File: src/core/op_decode_pkg.sv
// Constants and carrier types for the add, and, branch and bit-clear execute block
// Overview of operation
// [RL1] Add accumulator, register and carry to destination
// [RL2] Add updates negative, overflow, carry, nibble, zero
// [RL3] Destination bit zero accumulator, one register
// [RL4] Bank bit zero fixed bank, else pointer
// [RL5] AND literal into accumulator
// [RL6] AND changes only negative and zero flags
// [RL7] AND accumulator with register to destination
// [RL8] Branch only when carry set, signed offset
// [RL9] Taken target is address plus two plus 2n
// [RL10] Branch decoded from upper byte 1110 0010
// [RL11] Branch one word, one or two cycles
// [RL12] Branch and bit clear leave flags alone
// [RL13] Clear selected bit of addressed register
// [RL14] Quarter phases: decode, read, compute, write
package op_decode_pkg;
  // Opcode patterns, compared against the upper bits of the word
  localparam logic [5:0] OP_ADD_CARRY = 6'h08;   // 0010 00
  localparam logic [5:0] OP_AND_FILE  = 6'h05;   // 0001 01
  localparam logic [7:0] OP_AND_LIT   = 8'h0b;   // 0000 1011
  localparam logic [7:0] OP_BR_CARRY  = 8'he2;   // 1110 0010
  localparam logic [3:0] OP_BIT_CLR   = 4'h9;    // 1001
  // Field positions inside the instruction word
  localparam int DEST_BIT   = 9;
  localparam int BANK_BIT   = 8;
  localparam int BITSEL_LSB = 9;
  // Status bit positions
  localparam int FL_CARRY = 0;
  localparam int FL_DC    = 1;
  localparam int FL_ZERO  = 2;
  localparam int FL_OV    = 3;
  localparam int FL_NEG   = 4;
  // Reset values
  localparam logic [7:0]  ACC_RST    = 8'h00;
  localparam logic [4:0]  STATUS_RST = 5'h00;
  localparam logic [20:0] PC_RST     = 21'h000000;
  localparam logic [20:0] PC_STEP    = 21'h000002;

  // Quarter phases of one instruction cycle, one-hot
  typedef enum logic [3:0] {
    PH_Q1 = 4'h1,
    PH_Q2 = 4'h2,
    PH_Q3 = 4'h4,
    PH_Q4 = 4'h8
  } phase_t;

  // Operation chosen by the decoder
  typedef enum logic [5:0] {
    OPS_NONE  = 6'h01,
    OPS_ADDC  = 6'h02,
    OPS_ANDL  = 6'h04,
    OPS_ANDF  = 6'h08,
    OPS_BRC   = 6'h10,
    OPS_BCLR  = 6'h20
  } op_sel_t;

  // Data memory request toward the register file
  typedef struct packed {
    logic        rd;     // Read strobe in the second phase
    logic        wr;     // Write strobe in the fourth phase
    logic [11:0] addr;   // Banked address
    logic [7:0]  wdata;  // Write data
  } mem_req_t;

  // Status flags, carried together
  typedef struct packed {
    logic neg;
    logic ov;
    logic zero;
    logic dc;
    logic carry;
  } status_t;
endpackage

File: src/core/op_alu.sv
// Combinational arithmetic and logic unit for the execute block
`timescale 1ns/1ps
module op_alu (
  input  wire op_decode_pkg::op_sel_t op,
  input  wire logic [7:0]            acc,
  input  wire logic [7:0]            opnd,
  input  wire logic [2:0]            bit_sel,
  input  wire op_decode_pkg::status_t st_in,
  output      logic [7:0]            result,
  output op_decode_pkg::status_t     st_out
);
  // Sums for the add, split at the nibble for the digit carry
  wire [4:0] low_sum  = {1'b0, acc[3:0]} + {1'b0, opnd[3:0]} + {4'h0, st_in.carry};
  wire [8:0] full_sum = {1'b0, acc} + {1'b0, opnd} + {8'h00, st_in.carry}; // RL1
  wire [7:0] and_res  = acc & opnd;                                        // RL5
  wire [7:0] clr_mask = ~(8'h01 << bit_sel);                                // RL13
  wire       add_ov   = (acc[7] == opnd[7]) && (full_sum[7] != acc[7]);

  // Result and flag selection
  always_comb begin
    result = opnd;
    st_out = st_in;                            // RL12
    unique case (op)
      op_decode_pkg::OPS_ADDC: begin
        result       = full_sum[7:0];
        st_out.carry = full_sum[8];            // RL2
        st_out.dc    = low_sum[4];             // RL2
        st_out.ov    = add_ov;                 // RL2
        st_out.neg   = full_sum[7];            // RL2
        st_out.zero  = (full_sum[7:0] == 8'h00); // RL2
      end
      op_decode_pkg::OPS_ANDL,
      op_decode_pkg::OPS_ANDF: begin
        result      = and_res;
        st_out.neg  = and_res[7];              // RL6
        st_out.zero = (and_res == 8'h00);      // RL6
      end
      op_decode_pkg::OPS_BCLR: begin
        result = opnd & clr_mask;              // RL13
      end
      default: begin
        result = opnd;
      end
    endcase
  end
endmodule

File: src/core/op_exec.sv
// Four-phase decode and execute for add-with-carry, the ANDs, branch on carry, bit clear
`timescale 1ns/1ps
module op_exec #(
  parameter int PC_W = 21
) (
  input  wire logic                   clk,
  input  wire logic                   arst_n,
  input  wire logic [15:0]            instr,
  input  wire logic [PC_W-1:0]        instr_addr,
  input  wire logic [3:0]             bank_pointer,
  input  wire logic [3:0]             fixed_bank,
  input  wire logic [7:0]             mem_rdata,
  output      op_decode_pkg::mem_req_t mem_req,
  output      logic [7:0]             acc,
  output      op_decode_pkg::status_t status,
  output      logic [PC_W-1:0]        pc,
  output      logic                   pc_load,
  output      logic                   busy,
  output      logic [3:0]             phase
);
  op_decode_pkg::phase_t   ph_q;          // Current quarter phase
  op_decode_pkg::phase_t   ph_d;
  op_decode_pkg::op_sel_t  op_q;          // Operation latched at decode
  op_decode_pkg::op_sel_t  op_dec;
  logic [15:0]             ir_q;          // Instruction under execution
  logic [7:0]              opnd_q;        // Operand read in the second phase
  logic [7:0]              res_q;         // Result formed in the third phase
  op_decode_pkg::status_t  st_new_q;      // Flags formed in the third phase
  logic [7:0]              alu_res;
  op_decode_pkg::status_t  alu_st;
  logic [7:0]              acc_q;         // Accumulator
  op_decode_pkg::status_t  st_q;          // Status flags
  logic [PC_W-1:0]         pc_q;          // Program counter copy
  logic                    pc_load_q;     // One-phase pulse on a taken branch
  logic                    nop_q;         // Second cycle of a taken branch
  op_decode_pkg::mem_req_t req_q;

  // Decode of the incoming word
  wire is_addc = instr[15:10] == op_decode_pkg::OP_ADD_CARRY;   // RL1
  wire is_andf = instr[15:10] == op_decode_pkg::OP_AND_FILE;    // RL7
  wire is_andl = instr[15:8] == op_decode_pkg::OP_AND_LIT;      // RL5
  wire is_brc  = instr[15:8] == op_decode_pkg::OP_BR_CARRY;     // RL10
  wire is_bclr = instr[15:12] == op_decode_pkg::OP_BIT_CLR;     // RL13
  assign op_dec = is_addc ? op_decode_pkg::OPS_ADDC :
                  is_andf ? op_decode_pkg::OPS_ANDF :
                  is_andl ? op_decode_pkg::OPS_ANDL :
                  is_brc  ? op_decode_pkg::OPS_BRC  :
                  is_bclr ? op_decode_pkg::OPS_BCLR : op_decode_pkg::OPS_NONE;

  // Operand class of the latched instruction
  wire uses_file = (op_q == op_decode_pkg::OPS_ADDC) || (op_q == op_decode_pkg::OPS_ANDF)
                   || (op_q == op_decode_pkg::OPS_BCLR);
  wire to_file   = (op_q == op_decode_pkg::OPS_BCLR) ||
                   (uses_file && ir_q[op_decode_pkg::DEST_BIT]);             // RL3
  wire to_acc    = ((op_q == op_decode_pkg::OPS_ADDC) || (op_q == op_decode_pkg::OPS_ANDF))
                   ? !ir_q[op_decode_pkg::DEST_BIT]                          // RL3
                   : (op_q == op_decode_pkg::OPS_ANDL);
  wire flags_wr  = (op_q == op_decode_pkg::OPS_ADDC) || (op_q == op_decode_pkg::OPS_ANDF)
                   || (op_q == op_decode_pkg::OPS_ANDL);                     // RL12

  // Banked register address: bank-access bit low picks the fixed bank, else the pointer
  function automatic logic [11:0] banked_addr(
    input logic [15:0] w,
    input logic [3:0]  ptr,
    input logic [3:0]  fix
  );
    return {(w[op_decode_pkg::BANK_BIT] ? ptr : fix), w[7:0]};  // RL4
  endfunction

  // Bank selection for the register address of the latched word
  wire [11:0] f_addr   = banked_addr(ir_q, bank_pointer, fixed_bank); // RL4

  // Branch target: own address plus two plus twice the signed offset
  wire [PC_W-1:0] br_off    = PC_W'({{(PC_W-8){ir_q[7]}}, ir_q[7:0]} <<< 1);
  wire [PC_W-1:0] br_target = instr_addr + PC_W'(op_decode_pkg::PC_STEP) + br_off; // RL9
  wire            br_take   = (op_q == op_decode_pkg::OPS_BRC) && st_q.carry;       // RL8

  // Arithmetic unit
  op_alu u_alu (
    .op      (op_q),
    .acc     (acc_q),
    .opnd    (opnd_q),
    .bit_sel (ir_q[op_decode_pkg::BITSEL_LSB +: 3]),
    .st_in   (st_q),
    .result  (alu_res),
    .st_out  (alu_st)
  );

  // Phase sequencer
  always_comb begin
    unique case (ph_q)
      op_decode_pkg::PH_Q1: ph_d = op_decode_pkg::PH_Q2;
      op_decode_pkg::PH_Q2: ph_d = op_decode_pkg::PH_Q3;
      op_decode_pkg::PH_Q3: ph_d = op_decode_pkg::PH_Q4;
      op_decode_pkg::PH_Q4: ph_d = op_decode_pkg::PH_Q1;
      default:              ph_d = op_decode_pkg::PH_Q1;
    endcase
  end

  always_ff @(posedge clk or negedge arst_n) begin
    if (!arst_n) begin
      ph_q <= op_decode_pkg::PH_Q1;
    end else begin
      ph_q <= ph_d;                                                 // RL14
    end
  end

  // Decode in the first phase; a taken branch turns the next cycle into a no-op
  always_ff @(posedge clk or negedge arst_n) begin
    if (!arst_n) begin
      op_q  <= op_decode_pkg::OPS_NONE;
      ir_q  <= 16'h0000;
      nop_q <= 1'b0;
    end else if (ph_q == op_decode_pkg::PH_Q1) begin
      op_q  <= nop_q ? op_decode_pkg::OPS_NONE : op_dec;            // RL11
      ir_q  <= instr;                                               // RL14
      nop_q <= 1'b0;
    end else if (ph_q == op_decode_pkg::PH_Q4 && br_take) begin
      nop_q <= 1'b1;                                                // RL11
    end
  end

  // Operand read in the second phase, compute in the third
  always_ff @(posedge clk or negedge arst_n) begin
    if (!arst_n) begin
      opnd_q   <= 8'h00;
      res_q    <= 8'h00;
      st_new_q <= op_decode_pkg::STATUS_RST;
    end else if (ph_q == op_decode_pkg::PH_Q2) begin
      opnd_q <= uses_file ? mem_rdata : ir_q[7:0];                  // RL14
    end else if (ph_q == op_decode_pkg::PH_Q3) begin
      res_q    <= alu_res;                                          // RL14
      st_new_q <= alu_st;
    end
  end

  // Write of the destination, flags and program counter in the fourth phase
  always_ff @(posedge clk or negedge arst_n) begin
    if (!arst_n) begin
      acc_q     <= op_decode_pkg::ACC_RST;
      st_q      <= op_decode_pkg::STATUS_RST;
      pc_q      <= PC_W'(op_decode_pkg::PC_RST);
      pc_load_q <= 1'b0;
    end else begin
      pc_load_q <= 1'b0;
      if (ph_q == op_decode_pkg::PH_Q4) begin
        if (to_acc) begin
          acc_q <= res_q;                                           // RL3
        end
        if (flags_wr) begin
          st_q <= st_new_q;                                         // RL2
        end
        if (br_take) begin
          pc_q      <= br_target;                                   // RL9
          pc_load_q <= 1'b1;
        end
      end
    end
  end

  // Data memory strobes: read in the second phase, write in the fourth
  always_ff @(posedge clk or negedge arst_n) begin
    if (!arst_n) begin
      req_q <= '0;
    end else begin
      req_q.rd    <= (ph_d == op_decode_pkg::PH_Q2) && (ph_q == op_decode_pkg::PH_Q1)
                     && ((op_dec == op_decode_pkg::OPS_ADDC) || (op_dec == op_decode_pkg::OPS_ANDF)
                     || (op_dec == op_decode_pkg::OPS_BCLR)) && !nop_q;
      req_q.addr  <= (ph_q == op_decode_pkg::PH_Q1)
                     ? banked_addr(instr, bank_pointer, fixed_bank)
                     : f_addr;                                      // RL4
      req_q.wr    <= (ph_q == op_decode_pkg::PH_Q3) && to_file;     // RL3
      req_q.wdata <= alu_res;
    end
  end

  assign mem_req = req_q;
  assign acc     = acc_q;
  assign status  = st_q;
  assign pc      = pc_q;
  assign pc_load = pc_load_q;
  assign busy    = nop_q;
  assign phase   = ph_q;
endmodule

File: config.mk
export PLATFORM = sky130hd
export DESIGN_NAME = op_exec
export DESIGN_NICKNAME = d
export VERILOG_FILES = /design/src/core/op_decode_pkg.sv /design/src/core/op_alu.sv /design/src/core/op_exec.sv
export SDC_FILE = /design/constraint.sdc
export NUM_CORES = 1
export LEC_CHECK = 0
export BUFFER_PORTS_ARGS = -buffer_cell sky130_fd_sc_hd__buf_4
export CORE_UTILIZATION = 50
export CTS_CLUSTER_SIZE = 14
export DETAILED_ROUTE_END_ITERATION = 8
export PLACE_DENSITY_LB_ADDON = 0.25
export SLEW_MARGIN = 15
export SYNTH_ARGS = -nofsm -noshare
export SYNTH_HDL_FRONTEND = slang
export SYNTH_SLANG_ARGS = --single-unit
File: constraint.sdc
create_clock -name clk -period 4.15 [get_ports clk]
set_clock_uncertainty 0.2 [all_clocks]
set_input_delay 0.2075 -clock clk [delete_from_list [all_inputs] [get_ports clk]]
set_output_delay 0.2075 -clock clk [all_outputs]
set_load 0.1 [all_outputs]
==> impl_metrics.ini, run 1 <==
[worst_hold_path]
worstHoldEndpoint = opnd_q[0]$_DFFE_PN0N_
hold_path_class = in2reg
holdPathStages = 3
hp-start = mem_rdata[0]

[floorplanning]
pin_count = 117
rows = 38
die_h_um = 107
dieArea_um2 = 11500
core_area_um2 = 10800
initial_utilization_pct = 51.2
die_x_um = 107

[detailed_routing]
drt_iter0_markers = 199
wl_met3_um = 611
wl_met1_um = 6090
ant_nets = 0
firstDrtPassIters = 5
drc = 0
met2_length_um = 6600
via_per_inst = 5.52
wl_per_cell_um = 16.3
vias = 4616
highest_layer = met4
wl_um = 13600

[global_route]
grt_pass1_vias = 4567
grt_overflow = 0
grt_max_degree = 63
antenna_found_initial = 0
track_usage_pct = 25.5
grt_pass1_wl_um = 22300

[place]
pre_cts_ws_ns = 1.03
place_hpwl_um = 10000
place_inst = 785
gp_congestion = 0.898
portBuffers = 116

[worst_setup_path]
arrival_ns = 3.27
regToRegSetupSlack_ns = 0.95
worstSetupEndpointType = flip-flop
reg2regPathDepth = 4
cp_max_fo = 21
r2r-start = phase[0]$_DFF_PN1_
critPathKind = reg2reg
start_kind = flip-flop
cp.required_ns = 4.22
r2r_end = mem_req[19]$_DFF_PN0_

[cts]
htree_levels = 3
cts_resized = 0
cts_setup_buffers = 0
holdBufCountCts = 35
cts_max_path_buffers = 2
clock-sinks = 101
cts_tree = built
path_clk_slew_ns = 0.10
root_buffer = clkbuf_8
numCtsBuffers = 9
clk_latency_ns = 0.39

[final_layout]
drive_gt1_share_pct = 23.3
final_cell_count_no_fill = 836
fin_nets = 794
antenna_cells = 0
multi_input_area_um2 = 2870
register_area_um2 = 2530
n_fill_cell = 878
area.growth.synth_to_final_pct = 28.5

[synth]
synth_top_family_by_area = simple AND/OR/NAND/NOR gates
ys_seq_area_share_pct = 45.8
syn-num-nets = 644
netlist_area_um2 = 5520
synth_mux_area_share_pct = 6.68
synth_edf_count = 0
yosys.area_share.simple_pct = 16.2
yosys_warnings = 0
synth_flop_cell = dfrtp_1
synth.area.top_cells = dfrtp_1 45%, ha_1 10%, nand2_1 6.3%
synth_area_per_cell_um2 = 10.2
synth_top_cell_by_area = dfrtp_1
synth_compound_area_share_pct = 13.8
synth_seq_cells = 101
synth-xor-area-share_pct = 3.96
async_flop_share_pct = 100
synth_cell_type_count = 62
synth.top_cell.area_share_pct = 44.9
synth_cells = 541
synth_fa_ha_area_share_pct = 11.3

[timing]
finalCritPeriodShare_pct = 77.0
hold_viol = 0
setup-tns-final_ns = 0
maxSlewViolCount = 0
setup_viol = 0
worstMarginPinSlew_ns = 0.804
period_needed_ns = 3.20
fmax_mhz = 313
rsz0062_at_grt = no
worst_slack_ns = 0.954
holdWs_ns = 0.0271
slew_headroom_pct = 46.4

[power]
power_density_nw_per_um2 = 318
ir_worst_vdd_v = 0.000227
leakagePower_nw = 3.36

[run]
drv_cap = 0

[outcome]
run_status = complete, no violations
## power breakdown
part | switching [mW] | internal (mW) | total, mW
registers | 0.0255 | 1.02 | 1.04
clock network | 0.360 | 0.347 | 0.707
logic | 0.314 | 0.195 | 0.509
## flip-flops by register name, summed over array words and instances, names as in the netlist
signal / cells
status: 5
op_q: 6
busy: 1
mem_req: 22
acc: 8
st_new_q: 5
pc_load: 1
res_q: 8
ir_q: 12
phase: 4
pc: 21
opnd_q: 8
## cell usage after synthesis (4+ instances only)
master and instances:
nand2_1 93, o21ai_0 33, nand3b_1 4, ha_1 45, o31ai_1 4, xnor2_1 16, nand4_1 4, xor2_1 9
mux2i_1 11, o21a_1 4, a31oi_1 5, a21o_1 4, mux2_1 8, inv_1 14, nor3_1 12, nand3_1 7
a21oi_1 37, nand2b_1 7, a211oi_1 6, clkbuf_1 10, mux2_2 15, o211ai_1 6, nor2_1 27, dfrtp_1 99
## logic make-up (layout without fill, tap and decap cells)
| logic type | after synthesis | after routing |
|---|---|---|
| muxes | 34 | 34 |
| and+or+nand+nor | 181 | 181 |
| AOI/OAI and AO/OA | 122 | 122 |
| adders and majority gates | 48 | 48 |
| buffers and inverters | 30 | 185 |
| DFF | 101 | 101 |
| xor gates and xnor gates | 25 | 25 |
## worst max-delay path by stage
stage	slack, ns	endpoint	startpoint
final	0.95	mem_req[19]$_DFF_PN0_	phase[0]$_DFF_PN1_
after global routing	0.79	mem_req[19]$_DFF_PN0_	phase[0]$_DFF_PN1_
after CTS	0.96	mem_req[16]$_DFF_PN0_	phase[0]$_DFF_PN1_
after detailed placement	1.03	res_q[6]$_DFFE_PN0P_	status[0]$_DFFE_PN0P_
after global placement	1.14	res_q[6]$_DFFE_PN0P_	acc[0]$_DFFE_PN0P_
after floorplan	0.56	res_q[6]$_DFFE_PN0P_	acc[0]$_DFFE_PN0P_
## final cells by class
type | count | area share (%)
flip-flops and latches | 101 | 35.7
well taps | 140 | 2.47
repair buffers | 154 | 17.5
clock buffers | 10 | 1.80
clock inverters | 6 | 1.36
inverters | 15 | 0.794
multi-input cells | 410 | 40.4
## layer usage
metal  vias to the layer above  global-route usage (%)
met3                        23                    4.44
li1                       2234                       -
met4                         0                    11.1
met5                         -                       0
met2                       130                    41.4
met1                      2229                    33.6
## worst max-delay path, cell delays in order (launching register included)
cell           delay (ns)
dfstp_2              0.59
or4b_1               0.82
mux2i_1              0.51
mux2_2               0.39
dlygate4sd3_1        0.57
## through the flow
| step | total power [mW] | area (um^2) | utilization (%) |
|---|---|---|---|
| finish | 2.26 | 7100 | 65.7 |
| global route | 2.36 | 7100 | 65.7 |
| CTS | 2.27 | 7100 | 65.7 |
| detailed placement | 1.54 | 6520 | 60.4 |
| floorplan | 1.39 | 5520 | - |
| global placement | 1.53 | 6520 | 60.4 |
## layout by cell type, fill, tap and decap left out, types with 4 or more instances in the layout
cell           netlist  final
a211oi_1             6      6
a21o_1               4      4
a21oi_1             37     37
a31oi_1              5      5
buf_4                1    119
clkbuf_8             0      9
dfrtp_1             99     99
dlygate4sd3_1        0     35
ha_1                45     45
inv_1               14     14
mux2_1               8      8
mux2_2              15     15
mux2i_1             11     11
nand2_1             93     93
nand2b_1             7      7
nand3_1              7      7
nand3b_1             4      4
nand4_1              4      4
nor2_1              27     27
nor3_1              12     12
o211ai_1             6      6
o21a_1               4      4
o21ai_0             33     33
o31ai_1              4      4
xnor2_1             16     16
xor2_1               9      9
(Power assumes the default switching activity.)
==> run 2: changes to the inputs <==
==> constraint.sdc (replaced) <==
create_clock -name clk -period 3 [get_ports clk]
set_clock_uncertainty 0.2 [all_clocks]
set_input_delay 0.15 -clock clk [delete_from_list [all_inputs] [get_ports clk]]
set_output_delay 0.15 -clock clk [all_outputs]
set_load 0.1 [all_outputs]
==> run 2 against run 1 <==
Compared with the run above: the run now ends with hold timing left; clock-buffer cell count rose by 2; combinational power rose by 45%; sequential power rose by 38%; global-route usage fell by 0.20 points; first-iteration DRC count rose by 23%; wire length is 1.2% higher; design area up 1.7%; critical path type unchanged.
==> impl_metrics.ini, run 2 (synthesis results as in run 1) <==
[floorplanning]
dieArea_um2 = 11500
die_x_um = 107
die_h_um = 107
initial_utilization_pct = 51.2
pin_count = 117
rows = 38
core_area_um2 = 10800

[final_layout]
layout_commonest_cell = buf_4
area.growth.synth_to_final_pct = 30.7
largest_register_ffs = 22
drive_gt1_share_pct = 26.1
stdcell_area_um2 = 7220
final_cell_count_no_fill = 848
n_fill_cell = 855
antenna_cells = 0
fin_nets = 806
final_cell_mix = 129 x buf_4, 96 x dfrtp_1, 93 x nand2_1

[timing]
holdWs_ns = -0.0115
hold_viol = 1
period_needed_ns = 2.87
setup_viol = 0
finalCritPeriodShare_pct = 95.6
fmax_mhz = 349
maxSlewViolCount = 0
slew_headroom_pct = 61.3
worstMarginPinSlew_ns = 0.579

[detailed_routing]
ant_nets = 0
vias = 4653
drc = 0
via_per_inst = 5.49
drt_iter0_markers = 244
wl_met3_um = 738
firstDrtPassIters = 5
wl_um = 13800
wl_per_cell_um = 16.2
met2_length_um = 6660
highest_layer = met4
wl_met1_um = 6160

[place]
place_hpwl_um = 9890
dpl_cell_area_um2 = 6630
portBuffers = 116
place_inst = 796
gp_congestion = 0.894

[worst_setup_path]
critPathMaxStageDelay_ns = 0.42
start_kind = flip-flop
cp_max_fo = 3
critPathKind = reg2reg
reg2regPathDepth = 9
cp.required_ns = 3.09
arrival_ns = 2.96
slowest_stage = dfrtp_1
worstSetupEndpointType = flip-flop
cp_common_cell = ha_1
crit_path_cell_trace = ha_1 -> ha_1 -> a211oi_1 -> o21ai_1 -> o2111a_1 -> a2111oi_4 -> a31oi_1 -> xnor2_1 -> o21ai_0

[global_route]
grt_max_degree = 68
grt_overflow = 0
track_usage_pct = 25.3
grt_pass1_wl_um = 22400
grt_pass1_vias = 4505
antenna_found_initial = 0

[cts]
path_clk_slew_ns = 0.10
htree_levels = 3
cts_setup_buffers = 0
root_buffer = clkbuf_8
cts_tree = built
numCtsBuffers = 9
clock-sinks = 101
clk_latency_ns = 0.38
cts_max_path_buffers = 2

[worst_hold_path]
holdPathStages = 4
hold_path_class = in2reg

[outcome]
run_status = complete, but fails checks
violations = hold timing

[run]
drv_cap = 0

[power]
ir_worst_vdd_v = 0.000282
total_power_mw = 3.03
power_density_nw_per_um2 = 420
leakagePower_nw = 3.42
==> run 2: cell count changes in the layout (fill, tap and decap cells not counted), sizes merged <==
cell	before	now
clkinvlp	1	0
bufinv	2	1
dlygate4sd3	35	36
inv	17	15
clkbuf	10	12
buf	119	130
clkinv	1	3
==> run 2: final cells by class <==
type / instances / area [um^2] / area share (%)
clock inverter: 4 / 48.8 / 0.676
sequential: 101 / 2540 / 35.2
multi-input combinational: 410 / 2910 / 40.4
tap: 140 / 175 / 2.43
inverter: 15 / 56.3 / 0.780
clock buffer: 12 / 135 / 1.87
timing repair buffer: 166 / 1350 / 18.7
==> run 2: final timing paths <==
kind	slack, ns	endpoint	from
max in group asynchronous	1.78	op_q[0]$_DFFE_PN1P_	arst_n
worst max-delay path	0.13	pc[17]$_DFFE_PN0P_	ir_q[2]$_DFFE_PN0P_
worst max register to register	0.13	pc[17]$_DFFE_PN0P_	ir_q[2]$_DFFE_PN0P_
min in group asynchronous	0.06	res_q[3]$_DFFE_PN0P_	arst_n
worst min register to register	0.28	res_q[0]$_DFFE_PN0P_	res_q[0]$_DFFE_PN0P_
worst min-delay path	-0.01	pc[1]$_DFFE_PN0P_	instr_addr[1]
==> run 2: what timing repair did <==
item | in CTS | in global routing
hold buffers | 36 | 0
hold endpoints to repair | 139 | 0
pin swaps | 0 | 2
gates resized for setup | 1 | 9
setup endpoints to repair | 1 | 9
==> run 2: layer usage <==
metal	up-vias	track usage (%)
li1	2266	-
met3	16	3.59
met5	-	0
met4	0	8.02
met2	142	42.0
met1	2229	34.2
==> run 2: power by group <==
group	leakage, nW	switching, mW	total [mW]	internal [mW]
registers	1.19	0.0322	1.44	1.40
logic	2.13	0.448	0.736	0.288
clock network	0.0943	0.469	0.855	0.386
total	3.42	0.950	3.03	2.08
==> run 2: worst max-delay path: cells and delay by family, from the launching register on <==
| kind | cells | cell delay, ns |
|---|---|---|
| AO/OA/AOI/OAI | 6 | 1.38 |
| XOR/XNOR | 1 | 0.14 |
| adder cells (fa/ha/maj) | 2 | 0.65 |
| flip-flops | 1 | 0.42 |
==> run 2: stage by stage <==
step	util [%]	setup WS [ns]	TNS [ns]	hold WS (ns)
2_1_floorplan	-	0.00954	0	-0.346
3_3_place_gp	61.5	0.137	0	-0.0768
3_5_place_dp	61.5	0.00297	0	-0.0669
4_1_cts	66.5	0.0103	0	0.00398
5_1_grt	66.9	-0.0183	-0.0230	0.0316
6_report	66.9	0.131	0	-0.0115
